===== src/rtl/flash_prog_regs.svh =====
// Constants for the parallel flash program controller
`ifndef FLASH_PROG_REGS_SVH
`define FLASH_PROG_REGS_SVH

// Clock period and pin timing
`define FP_CLK_NS       25
`define FP_T_AS_NS      10
`define FP_T_WP_NS      200
`define FP_T_WPH_NS     200
`define FP_T_ACC_NS     250
`define FP_T_OEHP_NS    150
`define FP_T_BLC_US     150
`define FP_T_WC_MS      20

// Array geometry
`define FP_ADDR_W       15
`define FP_DATA_W       8
`define FP_SECT_LSB     6
`define FP_SECTOR_BYTES 64
`define FP_CMD_STEPS    3
`define FP_TOGGLE_BIT   6
`define FP_FIFO_DEPTH   16

// Host command codes
`define FP_OP_READ      2'h0
`define FP_OP_PROG      2'h1
`define FP_OP_ID_ENTER  2'h2
`define FP_OP_ID_EXIT   2'h3

// Default protection and identification code words
`define FP_CODE_ADDR_A  15'h5555
`define FP_CODE_ADDR_B  15'h2aaa
`define FP_CODE_DAT_A   8'haa
`define FP_CODE_DAT_B   8'h55
`define FP_CODE_PROG    8'ha0
`define FP_CODE_ID_IN   8'h90
`define FP_CODE_ID_OUT  8'hf0

`endif


===== src/rtl/flash_prog_pkg.sv =====
// Types for the parallel flash program controller
`default_nettype none
`include "flash_prog_regs.svh"

package flash_prog_pkg;

  typedef enum logic [2:0] {
    S_IDLE, S_SETUP, S_PULSE, S_RECOV, S_LOADWAIT, S_RD_ACC, S_RD_GAP, S_DONE
  } state_t;

  typedef struct packed {
    state_t                  st;
    logic [1:0]              op;
    logic [6:0]              step;
    logic [7:0]              tmr;
    logic [19:0]             wtmr;
    logic [`FP_ADDR_W-1:0]   base;
    logic [`FP_ADDR_W-1:0]   addr;
    logic [`FP_DATA_W-1:0]   dout;
    logic [`FP_DATA_W-1:0]   rdata;
    logic                    ce_n;
    logic                    oe_n;
    logic                    we_n;
    logic                    dq_oe;
    logic                    prev6;
    logic                    have_prev;
    logic                    polling;
    logic                    fin;
    logic                    err;
  } ctl_t;

endpackage

`default_nettype wire


===== src/rtl/flash_prog_host.sv =====
// Host-side program, read and identification controller for a parallel flash
// Operation
// Output drive high while strobe and select low
// Same sector address at every load strobe
// Load all 64 bytes of the sector
// Protection returns after each program cycle
// Next byte load within the load window
// Toggling drive or select toggles status bit
// Toggle bit start and end values vary
// Polling address stays constant throughout
// Identification mode returns maker or part code
// Power loss leaves identification mode
// Exit sequence restores normal array reads
// Wait for program completion before new commands
// Protection code written before first byte load
`timescale 1ns/1ps
`default_nettype none
`include "flash_prog_regs.svh"

module flash_prog_host #(
  parameter int BLC_CYC = (`FP_T_BLC_US * 1000) / `FP_CLK_NS,
  parameter int WC_CYC  = (`FP_T_WC_MS * 1000000) / `FP_CLK_NS
) (
  // Clock and reset
  input  wire logic                  MCLK_I,
  input  wire logic                  NRST_I,
  // Command port
  input  wire logic                  CMD_VALID_I,
  output logic                       CMD_READY_O,
  input  wire logic [1:0]            CMD_OP_I,
  input  wire logic [`FP_ADDR_W-1:0] CMD_ADDR_I,
  // Sector data stream
  input  wire logic                  DATA_VALID_I,
  output logic                       DATA_READY_O,
  input  wire logic [`FP_DATA_W-1:0] DATA_I,
  // Result
  output logic                       DONE_O,
  output logic                       BUSY_O,
  output logic                       ERR_O,
  output logic [`FP_DATA_W-1:0]      RD_DATA_O,
  // Flash pins
  output logic                       FL_CE_N_O,
  output logic                       FL_OE_N_O,
  output logic                       FL_WE_N_O,
  output logic [`FP_ADDR_W-1:0]      FL_ADDR_O,
  input  wire logic [`FP_DATA_W-1:0] FL_DQ_I,
  output logic [`FP_DATA_W-1:0]      FL_DQ_O,
  output logic                       FL_DQ_OE_O
);

  function automatic logic [7:0] cyc(input int ns);
    cyc = 8'((ns + `FP_CLK_NS - 1) / `FP_CLK_NS);
  endfunction

  localparam logic [7:0] AS_CYC   = (cyc(`FP_T_AS_NS) < 8'h1) ? 8'h1 : cyc(`FP_T_AS_NS);
  localparam logic [7:0] WP_CYC   = cyc(`FP_T_WP_NS);
  localparam logic [7:0] WPH_CYC  = cyc(`FP_T_WPH_NS);
  localparam logic [7:0] ACC_CYC  = cyc(`FP_T_ACC_NS);
  localparam logic [7:0] OEHP_CYC = cyc(`FP_T_OEHP_NS);
  localparam logic [6:0] CMD_N    = 7'(`FP_CMD_STEPS);
  localparam logic [6:0] END_STEP = 7'(`FP_CMD_STEPS + `FP_SECTOR_BYTES);

  if (BLC_CYC < 16 || BLC_CYC >= (1 << 20) || WC_CYC < 16 || WC_CYC >= (1 << 20)) begin : g_chk
    $error("Load window and program cycle counts must fit 20 bits");
  end

  // Address and data of one step of a command code sequence
  function automatic logic [`FP_ADDR_W+`FP_DATA_W-1:0] code_word(input logic [1:0] op, input logic [6:0] step);
    logic [`FP_DATA_W-1:0] last;
    last = (op == `FP_OP_PROG) ? `FP_CODE_PROG :
           (op == `FP_OP_ID_ENTER) ? `FP_CODE_ID_IN : `FP_CODE_ID_OUT;
    case (step)
      7'h0:    code_word = {`FP_CODE_ADDR_A, `FP_CODE_DAT_A};
      7'h1:    code_word = {`FP_CODE_ADDR_B, `FP_CODE_DAT_B};
      default: code_word = {`FP_CODE_ADDR_A, last};
    endcase
  endfunction

  flash_prog_pkg::ctl_t q;
  flash_prog_pkg::ctl_t n;

  logic                  fifo_valid;
  logic                  fifo_pop;
  logic [`FP_DATA_W-1:0] fifo_data;

  flash_byte_fifo #(
    .W (`FP_DATA_W),
    .D (`FP_FIFO_DEPTH)
  ) u_flash_byte_fifo (
    .clk_i       (MCLK_I),
    .nrst_i      (NRST_I),
    .in_valid_i  (DATA_VALID_I),
    .in_ready_o  (DATA_READY_O),
    .in_data_i   (DATA_I),
    .out_valid_o (fifo_valid),
    .out_ready_i (fifo_pop),
    .out_data_o  (fifo_data)
  );

  always_comb begin
    logic [6:0] idx;
    idx      = q.step - CMD_N;
    n        = q;
    fifo_pop = 1'h0;
    if (q.polling || q.st == flash_prog_pkg::S_RECOV || q.st == flash_prog_pkg::S_LOADWAIT ||
        q.st == flash_prog_pkg::S_SETUP) begin
      n.wtmr = q.wtmr + 20'h1;
    end
    case (q.st)
      flash_prog_pkg::S_IDLE: begin
        if (CMD_VALID_I) begin
          n.op        = CMD_OP_I;
          n.base      = CMD_ADDR_I;
          n.step      = 7'h0;
          n.err       = 1'h0;
          n.fin       = 1'h0;
          n.polling   = 1'h0;
          n.have_prev = 1'h0;
          if (CMD_OP_I == `FP_OP_READ) begin
            n.addr = CMD_ADDR_I;
            n.ce_n = 1'h0;
            n.oe_n = 1'h0;
            n.tmr  = ACC_CYC - 8'h1;
            n.st   = flash_prog_pkg::S_RD_ACC;
          end else begin
            {n.addr, n.dout} = code_word(CMD_OP_I, 7'h0);
            n.dq_oe          = 1'h1;
            n.tmr            = AS_CYC - 8'h1;
            n.st             = flash_prog_pkg::S_SETUP;
          end
        end
      end
      flash_prog_pkg::S_SETUP: begin
        if (q.tmr == 8'h0) begin
          n.ce_n = 1'h0;
          n.we_n = 1'h0;
          n.tmr  = WP_CYC - 8'h1;
          n.st   = flash_prog_pkg::S_PULSE;
        end else begin
          n.tmr = q.tmr - 8'h1;
        end
      end
      flash_prog_pkg::S_PULSE: begin
        if (q.tmr == 8'h0) begin
          n.ce_n = 1'h1;
          n.we_n = 1'h1;
          n.tmr  = WPH_CYC - 8'h1;
          n.wtmr = 20'h0;
          n.step = q.step + 7'h1;
          n.st   = flash_prog_pkg::S_RECOV;
        end else begin
          n.tmr = q.tmr - 8'h1;
        end
      end
      flash_prog_pkg::S_RECOV: begin
        if (q.tmr != 8'h0) begin
          n.tmr = q.tmr - 8'h1;
        end else if (q.op != `FP_OP_PROG && q.step == CMD_N) begin
          n.dq_oe = 1'h0;
          n.st    = flash_prog_pkg::S_DONE;
        end else if (q.step == END_STEP) begin
          n.dq_oe   = 1'h0;
          n.polling = 1'h1;
          n.wtmr    = 20'h0;
          n.addr    = q.base;
          n.ce_n    = 1'h0;
          n.oe_n    = 1'h0;
          n.tmr     = ACC_CYC - 8'h1;
          n.st      = flash_prog_pkg::S_RD_ACC;
        end else if (q.step < CMD_N) begin
          {n.addr, n.dout} = code_word(q.op, q.step);
          n.tmr            = AS_CYC - 8'h1;
          n.st             = flash_prog_pkg::S_SETUP;
        end else begin
          n.st = flash_prog_pkg::S_LOADWAIT;
        end
      end
      flash_prog_pkg::S_LOADWAIT: begin
        if (fifo_valid) begin
          fifo_pop = 1'h1;
          n.addr   = {q.base[`FP_ADDR_W-1:`FP_SECT_LSB], idx[`FP_SECT_LSB-1:0]};
          n.dout   = fifo_data;
          n.tmr    = AS_CYC - 8'h1;
          n.st     = flash_prog_pkg::S_SETUP;
        end else if (q.wtmr >= 20'(BLC_CYC) - 20'(AS_CYC)) begin
          n.err     = 1'h1;
          n.dq_oe   = 1'h0;
          n.polling = 1'h1;
          n.wtmr    = 20'h0;
          n.addr    = q.base;
          n.ce_n    = 1'h0;
          n.oe_n    = 1'h0;
          n.tmr     = ACC_CYC - 8'h1;
          n.st      = flash_prog_pkg::S_RD_ACC;
        end
      end
      flash_prog_pkg::S_RD_ACC: begin
        if (q.tmr == 8'h0) begin
          n.rdata = FL_DQ_I;
          n.ce_n  = 1'h1;
          n.oe_n  = 1'h1;
          n.tmr   = OEHP_CYC - 8'h1;
          n.st    = flash_prog_pkg::S_RD_GAP;
          if (q.polling) begin
            n.prev6     = FL_DQ_I[`FP_TOGGLE_BIT];
            n.have_prev = 1'h1;
            n.fin       = q.have_prev && (q.prev6 == FL_DQ_I[`FP_TOGGLE_BIT]);
          end
        end else begin
          n.tmr = q.tmr - 8'h1;
        end
      end
      flash_prog_pkg::S_RD_GAP: begin
        if (q.tmr != 8'h0) begin
          n.tmr = q.tmr - 8'h1;
        end else if (!q.polling || q.fin) begin
          n.st = flash_prog_pkg::S_DONE;
        end else if (q.wtmr >= 20'(WC_CYC)) begin
          n.err = 1'h1;
          n.st  = flash_prog_pkg::S_DONE;
        end else begin
          n.ce_n = 1'h0;
          n.oe_n = 1'h0;
          n.tmr  = ACC_CYC - 8'h1;
          n.st   = flash_prog_pkg::S_RD_ACC;
        end
      end
      flash_prog_pkg::S_DONE: begin
        n.polling = 1'h0;
        n.st      = flash_prog_pkg::S_IDLE;
      end
      default: begin
        n.st = flash_prog_pkg::S_IDLE;
      end
    endcase
  end

  always_ff @(posedge MCLK_I or negedge NRST_I) begin
    if (!NRST_I) begin
      q      <= '0;
      q.st   <= flash_prog_pkg::S_IDLE;
      q.ce_n <= 1'h1;
      q.oe_n <= 1'h1;
      q.we_n <= 1'h1;
    end else begin
      q <= n;
    end
  end

  assign CMD_READY_O = (q.st == flash_prog_pkg::S_IDLE);
  assign BUSY_O      = (q.st != flash_prog_pkg::S_IDLE);
  assign DONE_O      = (q.st == flash_prog_pkg::S_DONE);
  assign ERR_O       = q.err;
  assign RD_DATA_O   = q.rdata;
  assign FL_CE_N_O   = q.ce_n;
  assign FL_OE_N_O   = q.oe_n;
  assign FL_WE_N_O   = q.we_n;
  assign FL_ADDR_O   = q.addr;
  assign FL_DQ_O     = q.dout;
  assign FL_DQ_OE_O  = q.dq_oe;

  oe_during_write_a: assert property (
    @(posedge MCLK_I) disable iff (!NRST_I) (!q.we_n && !q.ce_n) |-> (q.oe_n && q.dq_oe))
    else $error("Output drive low during a write strobe");
  sector_addr_hold_a: assert property (
    @(posedge MCLK_I) disable iff (!NRST_I)
    ($fell(q.we_n) && q.op == `FP_OP_PROG && q.step >= CMD_N) |->
    (q.addr[`FP_ADDR_W-1:`FP_SECT_LSB] == q.base[`FP_ADDR_W-1:`FP_SECT_LSB]))
    else $error("Sector address changed during byte loads");
  all_bytes_a: assert property (
    @(posedge MCLK_I) disable iff (!NRST_I) $rose(q.polling) |-> (q.step == END_STEP || q.err))
    else $error("Polling started before the whole sector was loaded");
  code_first_a: assert property (
    @(posedge MCLK_I) disable iff (!NRST_I)
    (q.st == flash_prog_pkg::S_IDLE && CMD_VALID_I && CMD_OP_I == `FP_OP_PROG) |=>
    (q.addr == `FP_CODE_ADDR_A && q.dout == `FP_CODE_DAT_A && q.dq_oe))
    else $error("Program did not begin with the protection code");
  load_window_a: assert property (
    @(posedge MCLK_I) disable iff (!NRST_I) (q.st == flash_prog_pkg::S_LOADWAIT) |-> (q.wtmr < 20'(BLC_CYC)))
    else $error("Byte load window exceeded");
  write_pulse_a: assert property ( // Write pulse holds strobe and select low for at least 8 cycles
    @(posedge MCLK_I) disable iff (!NRST_I) $fell(q.we_n) |-> (!q.we_n && !q.ce_n) [*8])
    else $error("Write pulse shorter than its minimum");
  poll_toggle_a: assert property (
    @(posedge MCLK_I) disable iff (!NRST_I)
    (q.polling && q.st == flash_prog_pkg::S_RD_ACC && q.tmr == 8'h0) |=> (q.oe_n && q.ce_n) [*6])
    else $error("Drive not released between status reads");
  poll_end_a: assert property (
    @(posedge MCLK_I) disable iff (!NRST_I) $rose(q.fin) |-> ($past(q.have_prev) && q.polling))
    else $error("Completion taken from a single status read");
  poll_addr_a: assert property (
    @(posedge MCLK_I) disable iff (!NRST_I) (q.polling && $past(q.polling)) |-> $stable(q.addr))
    else $error("Polling address moved");
  busy_refuse_a: assert property (
    @(posedge MCLK_I) disable iff (!NRST_I) (q.polling && !q.fin) |-> (!CMD_READY_O && q.we_n))
    else $error("Command accepted while a program cycle runs");

endmodule

`default_nettype wire


===== src/rtl/flash_byte_fifo.sv =====
// Synchronous FIFO with valid/ready on both sides
`timescale 1ns/1ps
`default_nettype none

module flash_byte_fifo #(
  parameter int W = 8,
  parameter int D = 16
) (
  // Clock and reset
  input  wire logic         clk_i,
  input  wire logic         nrst_i,
  // Fill side
  input  wire logic         in_valid_i,
  output logic              in_ready_o,
  input  wire logic [W-1:0] in_data_i,
  // Drain side
  output logic              out_valid_o,
  input  wire logic         out_ready_i,
  output logic [W-1:0]      out_data_o
);

  localparam int AW = $clog2(D);

  if (D < 2 || (1 << AW) != D) begin : g_chk
    $error("FIFO depth must be a power of two of at least 2");
  end

  typedef struct packed {
    logic [D-1:0][W-1:0] mem;
    logic [AW:0]         wp;
    logic [AW:0]         rp;
  } fifo_t;

  fifo_t q;
  fifo_t n;

  logic full;
  logic empty;

  assign full        = (q.wp[AW] != q.rp[AW]) && (q.wp[AW-1:0] == q.rp[AW-1:0]);
  assign empty       = (q.wp == q.rp);
  assign in_ready_o  = !full;
  assign out_valid_o = !empty;
  assign out_data_o  = q.mem[q.rp[AW-1:0]];

  always_comb begin
    n = q;
    if (in_valid_i && !full) begin
      n.mem[q.wp[AW-1:0]] = in_data_i;
      n.wp                = q.wp + (AW+1)'(1);
    end
    if (out_ready_i && !empty) begin
      n.rp = q.rp + (AW+1)'(1);
    end
  end

  always_ff @(posedge clk_i or negedge nrst_i) begin
    if (!nrst_i) begin
      q <= '0;
    end else begin
      q <= n;
    end
  end

endmodule

`default_nettype wire


===== config.mk =====
export PLATFORM = sky130hd
export DESIGN_NAME = flash_prog_host
export DESIGN_NICKNAME = d
export VERILOG_FILES = /design/src/rtl/flash_prog_pkg.sv /design/src/rtl/flash_prog_host.sv /design/src/rtl/flash_byte_fifo.sv
export VERILOG_INCLUDE_DIRS = /design/src /design/src/rtl
export SDC_FILE = /design/constraint.sdc
export NUM_CORES = 1
export LEC_CHECK = 0
export BUFFER_PORTS_ARGS = -buffer_cell sky130_fd_sc_hd__buf_2
export CAP_MARGIN = 25
export CELL_PAD_IN_SITES_DETAIL_PLACEMENT = 0
export CELL_PAD_IN_SITES_GLOBAL_PLACEMENT = 1
export CORE_MARGIN = 4
export CORE_UTILIZATION = 37
export CTS_CLUSTER_SIZE = 25
export DETAILED_ROUTE_END_ITERATION = 7
export PLACE_DENSITY = 0.69
export SYNTH_ARGS = -nofsm -noshare
export SYNTH_HDL_FRONTEND = slang
export SYNTH_SLANG_ARGS = --single-unit
export TNS_END_PERCENT = 100

===== constraint.sdc =====
create_clock -name MCLK_I -period 5.99 [get_ports MCLK_I]
set_input_delay 0.599 -clock MCLK_I [delete_from_list [all_inputs] [get_ports MCLK_I]]
set_output_delay 0.599 -clock MCLK_I [all_outputs]
set_load 0.03 [all_outputs]

### After elaboration in Yosys (flattened, before gate mapping)

Cells that the tools add are included.

| storage, ports and cells | value |
|---|---|
| bits of input ports | 37 |
| word-level logic and storage cells | 234 |
| output and inout bits | 40 |
| register bits after elaboration | 233 |

| cells by class | value |
|---|---|
| mux-type cells | 99 |
| add/sub/neg operators | 6 |
| equality and inequality tests | 43 |
| reductions and logical operators | 44 |
| $lt $le $gt $ge | 6 |

Operator list:

| cell | number |
|---|---|
| bitwise mux 128 bit | 1 |
| 2-to-1 mux 20 bit | 6 |
| 2-to-1 mux 8 bit | 14 |
| 2-to-1 mux 23 bit | 4 |
| one-hot mux 23 bit (3 select lines) | 1 |
| 2-to-1 mux 15 bit | 4 |
| one-hot mux 20 bit (3 select lines) | 1 |
| 2-to-1 mux 28 bit | 2 |
| one-hot mux 8 bit (6 select lines) | 1 |
| one-hot mux 23 bit (2 select lines) | 1 |
| 2-to-1 mux 3 bit | 12 |
| AND reduction 7 bit | 5 |
| binary-select mux 8 bit (select 4 bit) | 1 |
| demux 8 bit (select 4 bit) | 1 |
| != test 2 bit, second input constant | 13 |
| 2-to-1 mux 2 bit | 12 |
| one-hot mux 3 bit (8 select lines) | 1 |
| 2-to-1 mux 1 bit | 23 |
| 2-to-1 mux 7 bit | 3 |
| adder 20 x 1 -> 20 bit, second input constant | 1 |
| >= comparator 20 x 13 -> 1 bit, second input constant | 1 |
| >= comparator 20 bit, second input constant | 1 |
| != test 2 x 1 -> 1 bit, second input constant | 7 |
| one-hot mux 7 bit (2 select lines) | 1 |
| other kinds (50) | 81 |

### Longest topological paths before layout

Gate-level depths: netlist of the first run.

| depth | value |
|---|---|
| depth after elaboration | 9 |
| gate-level depth with buffers | 11 |
| mapped depth without buffers | 8 |

### By module

From an unflattened synthesis of the first run, not the netlist that was laid out.

| second synthesis, totals | value |
|---|---|
| cells, all modules | 1042 |
| area, all modules | 12253.0 sq um |

By module, submodules not included:

| module | cells each | times used | area an instance (sq um) |
|---|---|---|---|
| flash_byte_fifo | 424 | 1 | 6531.3 |
| flash_prog_host | 618 | 1 | 5721.7 |

### Worst setup path after synthesis of the first run

Ideal clock, no wire load.

| path | value |
|---|---|
| path type | register to register |
| start | register u_flash_byte_fifo.q[7] (netlist bit) |
| end | register u_flash_byte_fifo.q[114] (netlist bit) |
| library setup time | 125 ps |
| slack | 3663 ps |
| path buffers | 3 |
| data arrival time | 2203 ps |
| stages on the path, launching flop included | 10 |
| data required time | 5865 ps |
| cell sequence | dfrtp_1 buf_4 xnor2_1 and4_1 nand2b_1 and2_1 clkbuf_2 buf_6 nand4_2 mux2_2 |

| on the way | value |
|---|---|
| elaborated cells between the ends (all ways) | 10 |
| classes of those cells | 2 x order compare; 1 x eq/ne; 3 x mux; 4 x reduce/logical |

RTL lines:

| item | RTL line | text |
|---|---|---|
| from (decl) | flash_byte_fifo.sv:34 | `fifo_t q;` |
| from (signal assigned) | flash_byte_fifo.sv:61 | `q <= n;` |
| == test 4 bit | flash_byte_fifo.sv:40 | `assign full = (q.wp[AW] != q.rp[AW]) && (q.wp[AW-1:0] == q.rp[AW-1:0]);` |
| logical AND 1 bit | flash_byte_fifo.sv:40 |  |
| logical NOT 1 bit | n/a |  |
| named net DATA_READY_O | flash_prog_host.sv:34 | `output logic DATA_READY_O,` |
| logical AND 1 bit | flash_byte_fifo.sv:48 | `if (in_valid_i && !full) begin` |

The timed path passes the listed nets, and every way through them passes these cells.
A chain may end at the register's enable or synchronous reset.

### Worst setup path in the final report of the first run

| path | value |
|---|---|
| start | register q[92] (netlist bit) |
| end | register q[78] (netlist bit) |

| on the way | value |
|---|---|
| longest elaborated chain between the ends | 4 |
| elaborated cells between the ends (all ways) | 17 |
| classes of those cells | 12 x eq/ne; 1 x mux; 4 x reduce/logical |

RTL lines:

| item | RTL line | text |
|---|---|---|
| from (decl) | flash_prog_host.sv:79 | `flash_prog_pkg::ctl_t q;` |
| from (signal assigned) | flash_prog_host.sv:246 | `q <= n;` |
| == test 3 x 1 -> 1 bit / == test 3 x 2 -> 1 bit (equally long branches) | flash_prog_host.sv:109 | `case (q.st)` |
| OR reduction 2 bit (no source line) | n/a |  |
| nonzero test 6 bit (no source line) | n/a |  |
| AND reduction 7 bit (no source line) | n/a |  |

Parallel ways exist; a longest one is shown, timed or not.

==> flow_metrics.tcl, run 1 <==
set metrics [dict create \
    syn_area_mm2 0.01215 \
    crit_arrival_ps 3430 \
    grt_pass1_wl_um 46120 \
    power_per_cell_area_mw_per_mm2 509.9 \
    clkPwrFrac_pct 23.9 \
    synth_fp_nets 1063 \
    cp_max_fo 17 \
    ff2ff_path_depth 8 \
    timing.hold.ws_ps 84.56 \
    post-route-period-util_pct 49.38 \
    switching_share_pct 35.68 \
    critPathRequiredTime_ps 6460 \
    peakVddDrop_mv 0.2577 \
    combPwrFrac_pct 38.4 \
    drt_iter0_markers 539 \
    fp.dieH_um 189.2 \
    detailed_place_hpwl_um 18970 \
    drv_slew 0 \
    fin_skew_ps 8.969 \
    cts_buffer_depth 3 \
    final_antenna_net_count 0 \
    yosysMostFrequentCell "dfrtp_1" \
    post_cts_buffers 0 \
    synth.distinct_cells 79 \
    place_congestion 0.8007 \
    final_cells 1497 \
    slew_headroom_pct 31.22 \
    coreArea_mm2 0.03245 \
    path_cells "inv_1 -> ha_1 -> nand2_1 -> nand2_1 -> nor2_1 -> a32oi_1 -> nand2_1 -> o221a_2" \
    wl_um 28590 \
    synth_area_leaders "dfrtp_1, mux2_2, mux4_2" \
    critPathTopFamily "simple AND/OR/NAND/NOR gates" \
    syn2layout_area_growth_pct 11.66 \
    worstReg2RegStart "q[92]$_DFFE_PN0P_" \
    synth_seq_area_share_pct 48.03 \
    synth_top_area_share_pct 47.38 \
    yosys_register_bits 233 \
    synth-main-ff-cell "dfrtp_1" \
    port_buffers 76 \
    r2r-end "q[78]$_DFFE_PN0P_" \
    finalNetCount 1089 \
    tightest_slew_ps 1032 \
    cp_slowest_cell "nor2_1" \
    dr_total_vias 7918 \
    die_area_mm2 0.03579 \
    track_usage_pct 15.95 \
    cts-root-buf "clkbuf_16" \
    syn_inst 1008 \
    initial_core_util_pct 37.43 \
    synth_edf_count 0 \
    yosysWarnings 0 \
    critPathLaunchType "flop" \
    numCtsBuffers 27 \
    ioPinCount 77 \
    drt_first_pass_iters 4 \
    fin_crit_ps 2958 \
    drive_gt1_share_pct 35.36 \
    yosys.area.top_type "dfrtp_1" \
    antenna_found_initial 0 \
    critPathKind "flop to flop" \
    cp-end-kind "flop" \
    place_inst 1447 \
    clk_pin_slew_ps 60 \
    tns_ps 0 \
    grt_max_degree 136 \
    fmax_mhz 338.1 \
    cts_resized 0 \
    wl_per_cell_um 19.10 \
    r2r_setup_slack_ps 3030 \
    n_antenna_cell 0 \
    power.leakage_uw 0.005758 \
    cts.sinks 233 \
    grt_pass1_vias 8108 \
    cts_hold_buf 0 \
    drc 0 \
    synthTopCellsByCount "dfrtp_1, mux2_2, nor2_1, nand2_1, o21ai_0" \
    critPathMaxStageDelay_ps 700 \
    clkLatencyLatePin_ps 530 \
    hold_viol 0 \
    hold_class "primary input to async pin" \
    cts.htree.levels 1 \
    syn-mean-instance-area_um2 12.05 \
    synthArstFlopShare_pct 100.0 \
    pwr-share-seq_pct 37.7 \
    die_x_um 189.2 \
    p_int_uw 4449 \
    grt.overflow.total 0 \
    outcome "finished, final reports clean" \
    cpMostUsedCell "nand2_1" \
    fillers 3085 \
    setup_violations 0 \
    cp_num_buf_inv 1 \
    routed_via_density 5.289 \
    cts_tree "yes" \
    total_power_uw 6917 \
    power.switching_uw 2468 \
    rsz0062_at_grt "false" \
    rows 66 \
    max_cap_violations 0 \
]
-- power groups by stage --
stage | sequential, uW | combinational, uW | clock (uW)
final | 2610 | 2660 | 1650
after global routing | 2680 | 2910 | 1760
after CTS | 2610 | 2690 | 1700
after detailed placement | 2630 | 2670 | 0
after global placement | 2610 | 2640 | 0
after floorplan | 2480 | 2200 | 0
-- worst register-to-register path: cells and delay by family (launching register included) --
kind,cells,cell delay (ps)
compound gates,2,470
fa+ha+maj,1,430
buf+inv,1,90
flops,1,440
simple gates,4,1480
-- sequential cells by signal, indices dropped and copies added (netlist names) --
signal               flops
FL_DQ_O                  8
FL_OE_N_O                1
FL_WE_N_O                1
q                       59
FL_CE_N_O                1
RD_DATA_O                8
u_flash_byte_fifo.q    138
FL_ADDR_O               15
ERR_O                    1
FL_DQ_OE_O               1
-- final cells by class --
| cell class | count | area, um2 | area share, % |
|---|---|---|---|
| clock buffers | 38 | 737.0 | 5.433 |
| well taps | 442 | 553.0 | 4.077 |
| multi-input cells | 666 | 5724 | 42.20 |
| repair buffers | 88 | 500.5 | 3.690 |
| clock inverters | 12 | 146.4 | 1.079 |
| flip-flops and latches | 233 | 5836 | 43.02 |
| inverters | 18 | 67.56 | 0.4981 |
-- per-stage QoR --
stage / utilization [%] / area (um2) / setup slack [ps]
after CTS: 41.80 / 13560 / 3019
after floorplan: - / 12150 / 3663
after global placement: 39.03 / 12670 / 2786
final: 41.80 / 13560 / 3032
after detailed placement: 39.07 / 12680 / 3031
after global routing: 41.80 / 13560 / 2795
-- cell usage in the layout, fill, tap and decap left out, types with 4 or more instances in the layout --
cell type and instances:
mux2_1 4, nor2_1 66, and3_1 5, o21ai_1 7, nand4_1 9, o221ai_1 5
dfrtp_1 229, clkbuf_1 9, inv_1 18, xnor2_1 24, nand3_1 14, clkinv_2 5
nand2_1 59, mux2_2 171, nand3_2 12, xor2_1 15, o21ai_0 36, buf_2 75
and2_1 8, mux4_2 33, mux2i_1 13, nor3_1 12, a22oi_1 4, nand2b_1 11
buf_4 10, clkbuf_16 27, nor4_1 7, o22ai_1 5, a21oi_1 30, ha_1 18
nor2b_1 13, or3_1 4, a31oi_1 5, o211ai_1 7
-- per-layer routing --
metal / wire length, um / global-route usage [%]
met2: 13770 / 26.58
met4: 684 / 3.924
met5: 0 / 0
met3: 1146 / 2.212
met1: 12990 / 22.19
-- cell families after synthesis --
kind of cell / synth area share, %
AND/OR/NAND/NOR: 10.83
flip-flops: 48.03
multiplexers: 23.53
AO/OA/AOI/OAI: 8.096
buffers and inverters: 4.851
XOR/XNOR: 2.812
adder cells (fa/ha/maj): 1.854
-- worst max-delay path by stage --
stage	start	endpoint	slack (ps)	depth (start not counted)
2_1_floorplan	u_flash_byte_fifo.q[7]$_DFFE_PN0P_	u_flash_byte_fifo.q[114]$_DFFE_PN0P_	3660	9
3_3_place_gp	u_flash_byte_fifo.q[2]$_DFFE_PN0P_	u_flash_byte_fifo.q[135]$_DFFE_PN0P_	2790	7
3_5_place_dp	u_flash_byte_fifo.q[2]$_DFFE_PN0P_	u_flash_byte_fifo.q[136]$_DFFE_PN0P_	3030	8
4_1_cts	u_flash_byte_fifo.q[2]$_DFFE_PN0P_	u_flash_byte_fifo.q[136]$_DFFE_PN0P_	3020	8
5_1_grt	u_flash_byte_fifo.q[3]$_DFFE_PN0P_	u_flash_byte_fifo.q[132]$_DFFE_PN0P_	2800	7
6_report	q[92]$_DFFE_PN0P_	q[78]$_DFFE_PN0P_	3030	8
No activity file was read; power rests on OpenSTA's default activity.
==> inputs of run 2 (changes only) <==
Clock period 5.99 ns to 2.85 ns, I/O delays scaled along.
==> flow_metrics.tcl, run 2 (same netlist as run 1, synthesis figures left out) <==
set metrics [dict create \
    max_cap_violations 0 \
    detailed_place_hpwl_um 20070 \
    rsz0062_at_grt "false" \
    cp_slowest_cell "and2_0" \
    setup_violations 0 \
    drv_slew 0 \
    peakVddDrop_mv 0.5016 \
    coreArea_mm2 0.03245 \
    syn2layout_area_growth_pct 14.29 \
    cp-end-kind "flop" \
    grt_pass1_wl_um 47670 \
    drt_first_pass_iters 6 \
    finalNetCount 1128 \
    tightest_slew_ps 771.3 \
    wl_um 29590 \
    numCtsBuffers 26 \
    fin_skew_ps 17.36 \
    switching_share_pct 35.39 \
    cts.sinks 233 \
    clkLatencyLatePin_ps 540 \
    cts_tree "yes" \
    final_cells 1530 \
    power.leakage_uw 0.005929 \
    most-common-layout-cells "dfrtp_1, mux2_2, buf_2" \
    power_per_cell_area_mw_per_mm2 1055 \
    cts_buffer_depth 3 \
    die_area_mm2 0.03579 \
    cts.htree.levels 1 \
    post-route-period-util_pct 90.48 \
    initial_core_util_pct 37.43 \
    hold_viol 0 \
    tns_ps 0 \
    combPwrFrac_pct 40.2 \
    outcome "finished, final reports clean" \
    place_congestion 0.8448 \
    slew_headroom_pct 48.11 \
    rows 66 \
    critPathKind "flop to flop" \
    p_int_uw 9464 \
    clkPwrFrac_pct 22.8 \
    top_register "u_flash_byte_fifo.q" \
    cp_max_fo 9 \
    r2r_setup_slack_ps 270 \
    power.switching_uw 5183 \
    dr_total_vias 8103 \
    wl_per_cell_um 19.34 \
    drive_gt1_share_pct 36.40 \
    routed_via_density 5.296 \
    port_buffers 76 \
    fp.dieH_um 189.2 \
    pwr-share-seq_pct 37.0 \
    grt_max_degree 69 \
    critPathMaxStageDelay_ps 460 \
    grt.overflow.total 0 \
    clk_pin_slew_ps 60 \
    final_antenna_net_count 0 \
    cts-root-buf "clkbuf_16" \
    ioPinCount 77 \
    crit_arrival_ps 2980 \
    grt_pass1_vias 8278 \
    path_cells "inv_1 -> ha_1 -> nor4b_1 -> and2_0 -> buf_4 -> a21oi_1 -> nor4_1 -> mux2_2" \
    hold_class "primary input to flop" \
    antenna_found_initial 0 \
    largest_register_ffs 138 \
    drc 0 \
    final_common_cell "dfrtp_1" \
    drt_iter0_markers 437 \
    fin_crit_ps 2579 \
    cts_hold_buf 13 \
    die_x_um 189.2 \
    place_inst 1474 \
    cts_resized 0 \
    critPathLaunchType "flop" \
    fmax_mhz 387.8 \
    n_antenna_cell 0 \
    critPathRequiredTime_ps 3250 \
    track_usage_pct 16.47 \
    post_cts_buffers 0 \
]
## run 2: changes by cell type in the layout (fill, tap and decap cells not counted), moves of 3 or more
cell,delta
clkbuf_1,-3
buf_12,+3
buf_4,+25
dlygate4sd3_1,+13
clkinv_2,-3
## run 2: cell type report
class                      instances  area [um2]
clock buffer                      34       700.7
clock inverter                     9       138.9
fill                            3075       18570
inverter                          18       67.56
multi-input combinational        666        5724
sequential                       233        5836
tap                              442       553.0
timing repair buffer             128       863.3
## run 2: critical path, delay by kind of cell, from the launching register on
family | cells | cell delay [ps]
and+or+nand+nor | 3 | 1110
DFF | 1 | 410
muxes | 1 | 380
buffers and inverters | 2 | 350
adders and majority gates | 1 | 130
AOI/OAI and AO/OA | 1 | 70
## run 2: path summary, 6_finish.rpt
check / startpoint / end / cells after the start
worst max register to register: q[75]$_DFFE_PN0P_ / q[2]$_DFFE_PN0P_ / 8
min in group asynchronous: NRST_I / q[3]$_DFFE_PN0P_ / 2
worst min register to register: FL_ADDR_O[3]$_DFFE_PN0P_ / FL_ADDR_O[3]$_DFFE_PN0P_ / 1
max in group asynchronous: NRST_I / u_flash_byte_fifo.q[75]$_DFFE_PN0P_ / 3
worst min-delay path: CMD_ADDR_I[8] / q[48]$_DFFE_PN0P_ / 2
worst max-delay path: q[75]$_DFFE_PN0P_ / q[2]$_DFFE_PN0P_ / 8
## run 2: through the flow
step	util (%)	cell area, um2	total power [uW]	worst slack [ps]	hold WS, ps
floorplan	-	12150	9850	522.6	-10.59
global placement	39.79	12910	11230	325.4	286.2
detailed placement	39.79	12910	11370	286.5	287.6
CTS	42.78	13880	14790	271.8	0.9631
global route	42.78	13880	15570	49.82	13.04
finish	42.78	13880	14650	271.2	20.88
## run 2: power by group through the flow
stage               Clock, uW  Combinational (uW)  Sequential, uW
floorplan                   0                4630            5220
global placement            0                5810            5420
detailed placement          0                5900            5470
CTS                      3440                5930            5420
global route             3580                6420            5580
finish                   3330                5890            5420
## run 2: routing by layer
| layer | vias to the layer above | global-route usage [%] | routed length, um |
|---|---|---|---|
| li1 | 3747 | - | - |
| met1 | 4126 | 23.03 | 13540 |
| met2 | 186 | 27.22 | 14220 |
| met3 | 44 | 2.120 | 1101 |
| met4 | 0 | 4.456 | 731 |
| met5 | - | 0 | 0 |
==> inputs of run 3 (changes only) <==
Settings changed: GPL_TIMING_DRIVEN set to 0.
==> flow_metrics.tcl, run 3 (same netlist as run 1, synthesis figures left out) <==
set metrics [dict create \
    wl_um 30270 \
    timing.final.ws_setup_ps 162.0 \
    clk_pin_slew_ps 60 \
    max_cap_violations 0 \
    rsz0062_at_grt "false" \
    grt_pass1_wl_um 47870 \
    cts_buffer_depth 3 \
    drive_gt1_share_pct 37.77 \
    setup_violations 0 \
    placement.setup.worst_slack_ps -73.56 \
    power.leakage_uw 0.006181 \
    critPathKind "flop to output port" \
    slew_headroom_pct 44.34 \
    final_antenna_net_count 0 \
    tightest_slew_ps 834.9 \
    drv_slew 0 \
    final_common_cell "dfrtp_1" \
    drc 0 \
    most-common-layout-cells "dfrtp_1, mux2_2, buf_2" \
    critPathLaunchType "flop" \
    coreArea_mm2 0.03245 \
    fin_skew_ps 10.09 \
    ioPinCount 77 \
    n_antenna_cell 0 \
    hold_class "primary input to flop" \
    fin_crit_ps 2688 \
    fp.dieH_um 189.2 \
    placed_area_mm2 0.01314 \
    die_area_mm2 0.03579 \
    die_x_um 189.2 \
    numCtsBuffers 27 \
    detailed_place_hpwl_um 20980 \
    ff2ff_path_depth 9 \
    post-route-period-util_pct 94.32 \
    crit_arrival_ps 2400 \
    clkLatencyLatePin_ps 530 \
    drt_first_pass_iters 7 \
    cts_tree "yes" \
    port_buffers 75 \
    track_usage_pct 16.67 \
    grt.overflow.total 0 \
    critPathRequiredTime_ps 2570 \
    min_delay_path_depth 2 \
    syn2layout_area_growth_pct 17.84 \
    grt_pass1_vias 8451 \
    total_power_uw 15000 \
    routed_via_density 5.192 \
    initial_core_util_pct 37.43 \
    cp-end-kind "output port" \
    outcome "finished, final reports clean" \
    cts.sinks 233 \
    antenna_found_initial 0 \
    final_util_pct 44.11 \
    dr_total_vias 8302 \
    largest_register_ffs 138 \
    wl_per_cell_um 18.93 \
    rows 66 \
    cp_max_fo 10 \
    finalNetCount 1192 \
    peakVddDrop_mv 0.5142 \
    fmax_mhz 372.0 \
    power_per_cell_area_mw_per_mm2 1048 \
    drt_iter0_markers 529 \
    hold_viol 0 \
    r2r_setup_slack_ps 230 \
    place_congestion 0.8461 \
    grt_max_degree 113 \
    top_register "u_flash_byte_fifo.q" \
    cts.htree.levels 1 \
    postLayoutCellArea_mm2 0.01432 \
    cts-root-buf "clkbuf_16" \
]
## run 3: routing by layer
layer / wire length (um) / GRT usage [%]
met1: 14010 / 23.46
met2: 14620 / 27.72
met3: 1034 / 2.231
met5: 0 / 0
met4: 612 / 3.700
## run 3: final timing paths
check | start | end
min in group asynchronous | NRST_I | q[80]$_DFFE_PN0P_
min reg2reg | FL_WE_N_O$_DFFE_PN1P_ | FL_WE_N_O$_DFFE_PN1P_
min | CMD_ADDR_I[13] | q[53]$_DFFE_PN0P_
max | q[92]$_DFFE_PN0P_ | CMD_READY_O
max in group asynchronous | NRST_I | u_flash_byte_fifo.q[81]$_DFFE_PN0P_
max reg2reg | u_flash_byte_fifo.q[0]$_DFFE_PN0P_ | u_flash_byte_fifo.q[42]$_DFFE_PN0P_
## run 3: cell type report
class                      count  area (um2)
buffer                        91       528.0
clock buffer                  32       734.5
clock inverter                17       173.9
fill                        3050       18140
inverter                      18       67.56
multi-input combinational    666        5761
sequential                   233        5834
tap                          442       553.0
timing repair buffer         100       663.1
## run 3: report_power, final
part           internal [uW]  switching (uW)
clock network           2110            1400
logic                   2910            3190
registers               4650             739
total                   9670            5330
## run 3: worst max-delay path: stages, from the launching register on
cell	delay, ps
dfrtp_1	440
inv_1	110
ha_1	140
clkbuf_1	320
clkbuf_2	330
nand2_1	180
inv_1	130
buf_2	210
## run 3: timing repair
item                                    CTS  global route
setup buffers                             0             3
pin swaps                                 0             1
endpoints found under the setup margin   30            50
hold endpoints to repair                 63             0
resized for setup                         2            13
hold buffers                             20             0
gates cloned                              0             0
## run 3: metrics by stage
step	std cells	hold WS [ps]	setup TNS (ps)
floorplan	1008	-10.59	0
global placement	1525	460.4	-643620
detailed placement	1527	213.2	-1392
CTS	1596	3.585	0
global route	1599	23.01	0
finish	1599	18.57	0
